--- config.mk ---
export PLATFORM = sky130hd
export DESIGN_NAME = reset_cause_remap_control
export DESIGN_NICKNAME = d
export VERILOG_FILES = /design/src/rtl/reset_cause_remap_control.v
export VERILOG_INCLUDE_DIRS = /design/src /design/src/inc
export SDC_FILE = /design/constraint.sdc
export NUM_CORES = 1
export LEC_CHECK = 0
export CAP_MARGIN = 20
export CORE_ASPECT_RATIO = 0.7
export CORE_MARGIN = 2
export CORE_UTILIZATION = 50
export CTS_CLUSTER_DIAMETER = 50
export DETAILED_ROUTE_END_ITERATION = 10
export DONT_BUFFER_PORTS = 1
export HOLD_SLACK_MARGIN = 0.03
export PLACE_DENSITY_LB_ADDON = 0.12
export SLEW_MARGIN = 0
export SYNTH_ARGS = -nofsm -noshare
export SYNTH_HDL_FRONTEND = slang
export SYNTH_SLANG_ARGS = --single-unit
export TNS_END_PERCENT = 20
--- constraint.sdc ---
create_clock -name clk -period 3.4 [get_ports clk]
set_input_delay 0.51 -clock clk [delete_from_list [all_inputs] [get_ports clk]]
set_output_delay 0.51 -clock clk [all_outputs]
set_load 0.01 [all_outputs]
--- src/inc/reset_remap_map.vh ---
// register map, field positions, reset values and timing counts of the
// reset cause and remap controller.
// assumes a 32-bit byte address bus with 8-bit registers in the low lanes.
`ifndef RESET_REMAP_MAP_VH
`define RESET_REMAP_MAP_VH

// ****************************************************************
// register offsets (byte addresses)
// ****************************************************************
`define OFS_MEMORY_SWAP_CONTROL   32'hFFFF0220
`define OFS_RESET_CAUSE_FLAGS    32'hFFFF0230
`define OFS_RESET_CAUSE_CLEAR    32'hFFFF0234
`define OFS_RETAIN_UNLOCK_KEY    32'h0FFF0248
`define OFS_RESET_RETENTION_CFG  32'hFFFF024C
`define OFS_RETAIN_COMMIT_KEY    32'h0FFF0250
`define OFS_IRQ_STATUS           32'hFFFF0260
`define OFS_IRQ_MASK             32'hFFFF0264

// ****************************************************************
// field positions
// ****************************************************************
`define SWAP_SRAM_BIT            0
`define CAUSE_POWER_ON_BIT       0
`define CAUSE_WATCHDOG_BIT       1
`define CAUSE_SOFTWARE_BIT       2
`define CAUSE_USED_MASK          8'h07
`define RETAIN_GPIO_BIT          0
`define RETAIN_VDAC_BIT          2
`define RETAIN_CURRENT_OUTPUT_CONVERTER_BIT          3
`define RETAIN_WRITABLE_MASK     8'h0D
`define IRQ_WARM_RESET_BIT       0
`define IRQ_KEY_ERROR_BIT        1
`define IRQ_COMMIT_BIT           2
`define IRQ_USED_MASK            8'h07

// ****************************************************************
// reset values and key codes
// ****************************************************************
`define MEMORY_SWAP_RESET        8'h00
`define RESET_CAUSE_POR_VALUE    8'h01
`define RETENTION_RESET          8'h00
`define IRQ_RESET                8'h00
`define UNLOCK_KEY_CODE          8'h76
`define COMMIT_KEY_CODE          8'hB1

// ****************************************************************
// timing
// ****************************************************************
`define RESET_PULSE_CYCLES       4

`endif

--- src/rtl/reset_cause_remap_control.v ---
// reset cause flags, memory swap control and key protected retention
// configuration, with one level interrupt output.
// assumes a single 100 MHz clock, a plain one-cycle strobe register port,
// and a watchdog that pulses for one cycle on the same clock.
//
// The implementer's own choice: the strobed register port.
`timescale 1ns/1ps
`include "reset_remap_map.vh"

module reset_cause_remap_control #(
	parameter PULSE_CYCLES = `RESET_PULSE_CYCLES
) (
	// clock and power-on reset
	input  wire        clk,
	input  wire        rst_n,
	// register port
	input  wire [31:0] addr,
	input  wire [31:0] wdata,
	input  wire        wr,
	input  wire        rd,
	output reg  [31:0] rdata,
	// reset sources
	input  wire        ext_reset_n,
	input  wire        watchdog_timeout,
	// memory map and reset outputs
	output wire        sram_at_zero,
	output wire        sys_reset,
	output wire        current_output_converter_reset,
	output wire        voltage_dac_reset,
	output wire        gpio_reset,
	// interrupt
	output wire        irq
);

	// ****************************************************************
	// local constants
	// ****************************************************************
	localparam [2:0] KEY_IDLE     = 3'b001;
	localparam [2:0] KEY_UNLOCKED = 3'b010;
	localparam [2:0] KEY_STAGED   = 3'b100;
	localparam [7:0] SWAP_RESET   = `MEMORY_SWAP_RESET;
	localparam       CW           = 8;

	function hit;
		input [31:0] a;
		input [31:0] ofs;
		begin
			hit = (a == ofs);
		end
	endfunction

	// ****************************************************************
	// reset release and pin synchroniser
	// ****************************************************************
	reg        rst_meta_reg;
	reg        rst_sync_reg;
	wire       rst_i_n = rst_sync_reg;
	reg  [2:0] ext_sync_reg;
	reg        ext_level_reg;

	always @(posedge clk or negedge rst_n) begin
		if (!rst_n) begin
			rst_meta_reg <= 1'b0;
			rst_sync_reg <= 1'b0;
		end else begin
			rst_meta_reg <= 1'b1;
			rst_sync_reg <= rst_meta_reg;
		end
	end

	// only stage two and three are compared; stage one feeds stage two only
	always @(posedge clk or negedge rst_i_n) begin
		if (!rst_i_n) begin
			ext_sync_reg  <= 3'b111;
			ext_level_reg <= 1'b1;
		end else begin
			ext_sync_reg <= {ext_sync_reg[1:0], ext_reset_n};
			if (ext_sync_reg[1] == ext_sync_reg[2])
				ext_level_reg <= ext_sync_reg[2];
		end
	end

	wire ext_fall = ext_level_reg && (ext_sync_reg[1] == ext_sync_reg[2])
		&& !ext_sync_reg[2];

	// ****************************************************************
	// register decode
	// ****************************************************************
	wire wr_swap   = wr && hit(addr, `OFS_MEMORY_SWAP_CONTROL);
	wire wr_flags  = wr && hit(addr, `OFS_RESET_CAUSE_FLAGS);
	wire wr_clear  = wr && hit(addr, `OFS_RESET_CAUSE_CLEAR);
	wire wr_key0   = wr && hit(addr, `OFS_RETAIN_UNLOCK_KEY);
	wire wr_cfg    = wr && hit(addr, `OFS_RESET_RETENTION_CFG);
	wire wr_key1   = wr && hit(addr, `OFS_RETAIN_COMMIT_KEY);
	wire wr_istat  = wr && hit(addr, `OFS_IRQ_STATUS);
	wire wr_imask  = wr && hit(addr, `OFS_IRQ_MASK);

	// ****************************************************************
	// reset cause flags and warm reset triggers
	// ****************************************************************
	reg  [CW-1:0] cause_reg;
	reg  [CW-1:0] cause_next;
	wire          sw_force = wr_flags && wdata[`CAUSE_SOFTWARE_BIT];
	// a clear that leaves some set flag standing is punished with a reset
	wire          bad_clear = wr_clear &&
		((cause_reg & ~wdata[CW-1:0] & `CAUSE_USED_MASK) != 8'h00);
	wire          warm_req = watchdog_timeout || sw_force || bad_clear;

	always @* begin
		cause_next = cause_reg;
		// a pin reset wipes the causes, so an all-zero read names the pin
		if (ext_fall)
			cause_next = 8'h00;
		if (wr_clear)
			cause_next = cause_next & ~wdata[CW-1:0];
		// setting wins over a clear in the same cycle
		if (sw_force)
			cause_next[`CAUSE_SOFTWARE_BIT] = 1'b1;
		if (watchdog_timeout)
			cause_next[`CAUSE_WATCHDOG_BIT] = 1'b1;
		cause_next = cause_next & `CAUSE_USED_MASK;
	end

	// only power-on loads a cause of its own; flags survive warm resets
	always @(posedge clk or negedge rst_i_n) begin
		if (!rst_i_n)
			cause_reg <= `RESET_CAUSE_POR_VALUE;
		else
			cause_reg <= cause_next;
	end

	// ****************************************************************
	// reset pulse generator
	// ****************************************************************
	reg  [7:0] pulse_cnt_reg;
	reg  [7:0] pulse_cnt_next;
	reg        warm_kind_reg;
	reg        warm_kind_next;
	reg  [2:0] keep_reg;
	reg  [2:0] keep_next;
	reg  [7:0] retain_reg;
	reg        sys_reset_reg;
	reg  [2:0] periph_reset_reg;
	wire [2:0] periph_reset_next;
	wire       any_reset     = warm_req || ext_fall;
	wire       pulse_on      = (pulse_cnt_reg != 8'h00);
	wire       pulse_on_next = (pulse_cnt_next != 8'h00);

	always @* begin
		pulse_cnt_next = pulse_cnt_reg;
		warm_kind_next = warm_kind_reg;
		keep_next      = keep_reg;
		if (any_reset && !pulse_on) begin
			pulse_cnt_next = PULSE_CYCLES[7:0];
			// external pin reset never keeps anything
			warm_kind_next = !ext_fall;
			keep_next      = ext_fall ? 3'b000 :
				{retain_reg[`RETAIN_CURRENT_OUTPUT_CONVERTER_BIT], retain_reg[`RETAIN_VDAC_BIT],
				 retain_reg[`RETAIN_GPIO_BIT]};
		end else if (pulse_on) begin
			pulse_cnt_next = pulse_cnt_reg - 8'h01;
		end
	end

	// keep bit order is current converters, voltage converters, gpio
	genvar p;
	generate
		for (p = 0; p < 3; p = p + 1) begin : g_keep
			assign periph_reset_next[p] = pulse_on_next &&
				!(warm_kind_next && keep_next[p]);
		end
	endgenerate

	// reset outputs come straight from flops so they cannot glitch;
	// a zero pulse length is not supported, power-on always pulses
	always @(posedge clk or negedge rst_i_n) begin
		if (!rst_i_n) begin
			pulse_cnt_reg    <= PULSE_CYCLES[7:0];
			warm_kind_reg    <= 1'b0;
			keep_reg         <= 3'b000;
			sys_reset_reg    <= 1'b1;
			periph_reset_reg <= 3'b111;
		end else begin
			pulse_cnt_reg    <= pulse_cnt_next;
			warm_kind_reg    <= warm_kind_next;
			keep_reg         <= keep_next;
			sys_reset_reg    <= pulse_on_next;
			periph_reset_reg <= periph_reset_next;
		end
	end

	assign sys_reset = sys_reset_reg;
	assign current_output_converter_reset = periph_reset_reg[2];
	assign voltage_dac_reset = periph_reset_reg[1];
	assign gpio_reset = periph_reset_reg[0];

	// ****************************************************************
	// memory swap control
	// ****************************************************************
	reg swap_reg;

	always @(posedge clk or negedge rst_i_n) begin
		if (!rst_i_n)
			swap_reg <= SWAP_RESET[`SWAP_SRAM_BIT];
		else if (any_reset || pulse_on)
			swap_reg <= 1'b0;
		else if (wr_swap)
			swap_reg <= wdata[`SWAP_SRAM_BIT];
	end

	assign sram_at_zero = swap_reg;

	// ****************************************************************
	// key protected retention configuration
	// ****************************************************************
	reg [2:0] key_state_reg;
	reg [7:0] staged_reg;
	reg       key_err;
	reg       commit;

	always @(posedge clk or negedge rst_i_n) begin
		if (!rst_i_n) begin
			key_state_reg <= KEY_IDLE;
			staged_reg    <= `RETENTION_RESET;
			retain_reg    <= `RETENTION_RESET;
		end else if (any_reset || pulse_on) begin
			key_state_reg <= KEY_IDLE;
			retain_reg    <= `RETENTION_RESET;
		end else begin
			if (commit)
				retain_reg <= staged_reg & `RETAIN_WRITABLE_MASK;
			if (wr) begin
				case (key_state_reg)
				KEY_IDLE: begin
					if (wr_key0 && wdata[7:0] == `UNLOCK_KEY_CODE)
						key_state_reg <= KEY_UNLOCKED;
				end
				KEY_UNLOCKED: begin
					if (wr_cfg) begin
						staged_reg    <= wdata[7:0];
						key_state_reg <= KEY_STAGED;
					end else begin
						key_state_reg <= KEY_IDLE;
					end
				end
				KEY_STAGED: begin
					key_state_reg <= KEY_IDLE;
				end
				default: begin
					key_state_reg <= KEY_IDLE;
				end
				endcase
			end
		end
	end

	// any write that breaks the sequence drops it and is flagged
	always @* begin
		key_err = 1'b0;
		commit  = 1'b0;
		if (wr) begin
			case (key_state_reg)
			KEY_IDLE: begin
				key_err = wr_cfg || wr_key1 ||
					(wr_key0 && wdata[7:0] != `UNLOCK_KEY_CODE);
			end
			KEY_UNLOCKED: begin
				key_err = !wr_cfg;
			end
			KEY_STAGED: begin
				commit  = wr_key1 && wdata[7:0] == `COMMIT_KEY_CODE;
				key_err = !commit;
			end
			default: begin
				key_err = 1'b1;
			end
			endcase
		end
	end

	// ****************************************************************
	// interrupt status and mask
	// ****************************************************************
	reg  [CW-1:0] istat_reg;
	reg  [CW-1:0] imask_reg;
	wire [CW-1:0] ievent = {5'h00, commit, key_err, any_reset && !pulse_on};

	// status and mask survive warm resets so the cause can be serviced
	always @(posedge clk or negedge rst_i_n) begin
		if (!rst_i_n) begin
			istat_reg <= `IRQ_RESET;
			imask_reg <= `IRQ_RESET;
		end else begin
			istat_reg <= ((wr_istat ? istat_reg & ~wdata[CW-1:0] : istat_reg)
				| ievent) & `IRQ_USED_MASK;
			if (wr_imask)
				imask_reg <= wdata[CW-1:0] & `IRQ_USED_MASK;
		end
	end

	assign irq = |(istat_reg & imask_reg);

	// ****************************************************************
	// read port, data one cycle after the strobe
	// ****************************************************************
	reg [7:0] rsel;

	always @* begin
		rsel = 8'h00;
		if (hit(addr, `OFS_MEMORY_SWAP_CONTROL))
			rsel = {7'h00, swap_reg};
		else if (hit(addr, `OFS_RESET_CAUSE_FLAGS))
			rsel = cause_reg;
		else if (hit(addr, `OFS_RESET_RETENTION_CFG))
			rsel = retain_reg;
		else if (hit(addr, `OFS_IRQ_STATUS))
			rsel = istat_reg;
		else if (hit(addr, `OFS_IRQ_MASK))
			rsel = imask_reg;
		// keys, the clear register and unmapped addresses read zero
		else
			rsel = 8'h00;
	end

	always @(posedge clk or negedge rst_i_n) begin
		if (!rst_i_n)
			rdata <= 32'h00000000;
		else if (rd)
			rdata <= {24'h000000, rsel};
		else
			rdata <= 32'h00000000;
	end

endmodule

==> metrics <==
largest net degree at the start of global routing=44; H-tree depth=2; dpl ws=between 0.9 and 1 ns; post-synthesis async set-or-reset flop share=100%; Final Hold Fails=0; sequential share of the synthesized area=42.2%; Synthesis Warnings=0; Buffers on Ports=0; total core area=around 0.0052 sq mm; Vias per Instance=~5.6; leading area contributor after synthesis=dfrtp_1; Post-CTS Setup Repair Bufs=0; CP Data Required Time=between 3 and 4 ns; Worst Hold Class=in -> reg; worst skew pair latency=about 0.29 ns; fin worst setup slack=between 0.8 and 0.9 ns; Die Y=between 60 and 70 um; Power Density=between 300 and 400 mW/mm^2; first-pass GRT wire length=9.34 mm; gr usage total=20.2%; commonest cells after routing, fill and taps aside=dfrtp_1 (33), nand2_1 (29), conb_1 (29); gr ovfl total=0; worst hold slack=slightly above 0.2 ns; fin crit period=roughly 2.5 ns; share of layout cells above drive strength 1=about 17%; syn avg cell area=9.79 sq um; Seq cells post-synth=between 40 and 50; R2R setup slack=0.87 ns; CP startpoint kind=flip-flop; initial antenna violation count=0; most common library cell in the layout ignoring fill and taps=dfrtp_1; endpoint type of the worst setup path=flip-flop; die width=slightly above 90 um; routed len/inst=around 17 um; Synth top area share=around a third; DR iter-0 viols=166; clock root cell=clkbuf_8; max-slew violation count=0; Flop pwr share=54.9%; RSZ-0062 raised after global routing=no; area growth from synthesis to layout=2.59%; post-route cell area=~0.0028 sq mm; max reg flops=8; nets@finish=roughly 350; Worst R2R Path Depth=8; # DRC=0; Clock power frac=between 40% and 50%; Max Cap Viol=0; crit-path max FO=9; cts bufs inserted=5; Post-Synthesis Cells=between 200 and 300; power share of the combinational group=approximately 3.7%; hold endpoint=ext_sync_reg[0]; VDD IR max=0.000237 V; worst rel slew slack=around 39%; Leak=approximately 1.2 nW; Netlist cell types=65; Reg2Reg Launch Point=pulse_cnt_reg[0]; synth top area cells=dfrtp_1 (31%), dfstp_2 (11%), buf_4 (8.1%); Data arrival, critical path=2.71 ns; n_diodes=0; clock sinks=45; switch share=a little over a fifth; CTS tree=yes; status=completed; total die area=around 0.006 sq mm; DR vias=between 1500 and 2000; Hold Path Cell Cnt=0; CTS Hold Bufs=1; hold wc startpoint=ext_reset_n; ys flop type=dfrtp_1; final setup TNS=0 ns; post_cts resized=0; Routed WL=5.80 mm; DR pass1 iterations=5; Final ANT Viol Nets=0; post-route clock period utilization=between 70% and 80%; number of synthesized flops with an enable pin=0; fmax=a little under 400 MHz; row cnt=22; switching pwr=between 0.2 and 0.25 mW; Initial Util=roughly half; DP Wirelength=around 4.4 mm; Worst Tran Pin Value=between 0.9 and 1 ns; number of global-route vias before repair=around 1800; clk_skew=about 0.0076 ns; clock-pin slew on the worst setup and hold paths=0.09 ns; Setup Crit Path Kind=reg -> reg; Max clock buf depth=2; Placed Area=0.00264 sq mm; Synth Cell Area=about 0.0027 sq mm; gpl congestion=0.872; Final setup violation count=0; # IOs=roughly 110; internal power=0.793 mW; Crit Reg-Reg Endpoint=staged_reg[0]
per-stage QoR:
step,util [%],power (mW),std cells
after floorplan,-,0.622,303
after global placement,50.5,0.600,339
after detailed placement,50.5,0.600,339
after CTS,53.0,1.02,348
after global routing,53.0,1.05,348
final,53.0,1.01,348
power groups by stage:
stage	clock (mW)	combinational (mW)	sequential (mW)
CTS	0.432	0.0366	0.555
detailed placement	0	0.0352	0.565
floorplan	0	0.0606	0.561
global placement	0	0.0351	0.565
global route	0.454	0.0413	0.557
finish	0.418	0.0374	0.554
worst max path at each step:
stage / startpoint / cells after the start / slack (ns) / to
global placement: pulse_cnt_reg[0] / 8 / 0.98 / staged_reg[0]
floorplan: addr[14] / 6 / 1.18 / warm_kind_reg
detailed placement: pulse_cnt_reg[0] / 8 / 0.95 / staged_reg[0]
CTS: pulse_cnt_reg[0] / 8 / 0.92 / staged_reg[0]
global route: pulse_cnt_reg[0] / 8 / 0.63 / staged_reg[0]
finish: pulse_cnt_reg[0] / 8 / 0.87 / staged_reg[0]
cells in the mapped netlist, types with 3 or more instances:
cell type and count:
a21oi_1 12, nor2_1 18, or3b_2 3, inv_1 15, buf_4 29, nor3_1 9, nor3b_1 3, clkbuf_1 5
dfrtp_1 34, nand4b_1 4, dfstp_2 11, nor4_1 3, nor4_2 3, nand3_1 5, a22o_1 3, mux2_2 8
mux2i_1 10, and3_1 5, nand4_1 5, nand2b_1 3, nand2_1 29, a31o_2 3
layer usage:
layer  track usage [%]  vias up  wire length [um]
li1                  -      928                 -
met3              5.96        4               367
met5                 0        -                 0
met4              4.10        0                55
met2              26.3       66              2390
met1              32.3      951              2980
cell type report:
type | instances | area, sq um
flip-flops and latches | 45 | 1140
well taps | 72 | 90.1
inverters | 15 | 56.3
multi-input cells | 207 | 1360
clock buffers | 6 | 82.6
fillers | 480 | 2460
clock inverters | 2 | 37.5
repair buffers | 1 | 10.0
cell families (layout without fill, tap and decap cells):
family                     Yosys count  after routing  synth area share, %
adders and majority gates            3              3                 1.30
other                                2             29                0.278
buffers and inverters               51             24                 11.4
and+or+nand+nor                    113            113                 25.6
DFF                                 45             45                 42.2
xor gates and xnor gates             3              3                0.972
AOI/OAI and AO/OA                   41             41                 11.2
muxes                               18             18                 7.04
critical path, stage by stage, from the launching register on:
cell and delay (ns):
dfrtp_1 0.47, inv_1 0.13, ha_1 0.19, nor3b_1 0.47, and2_0 0.38, nand2_1 0.15, a31oi_1 0.19, nand2_1 0.14
mux2_2 0.30
Power figures use the tool's default switching activity.
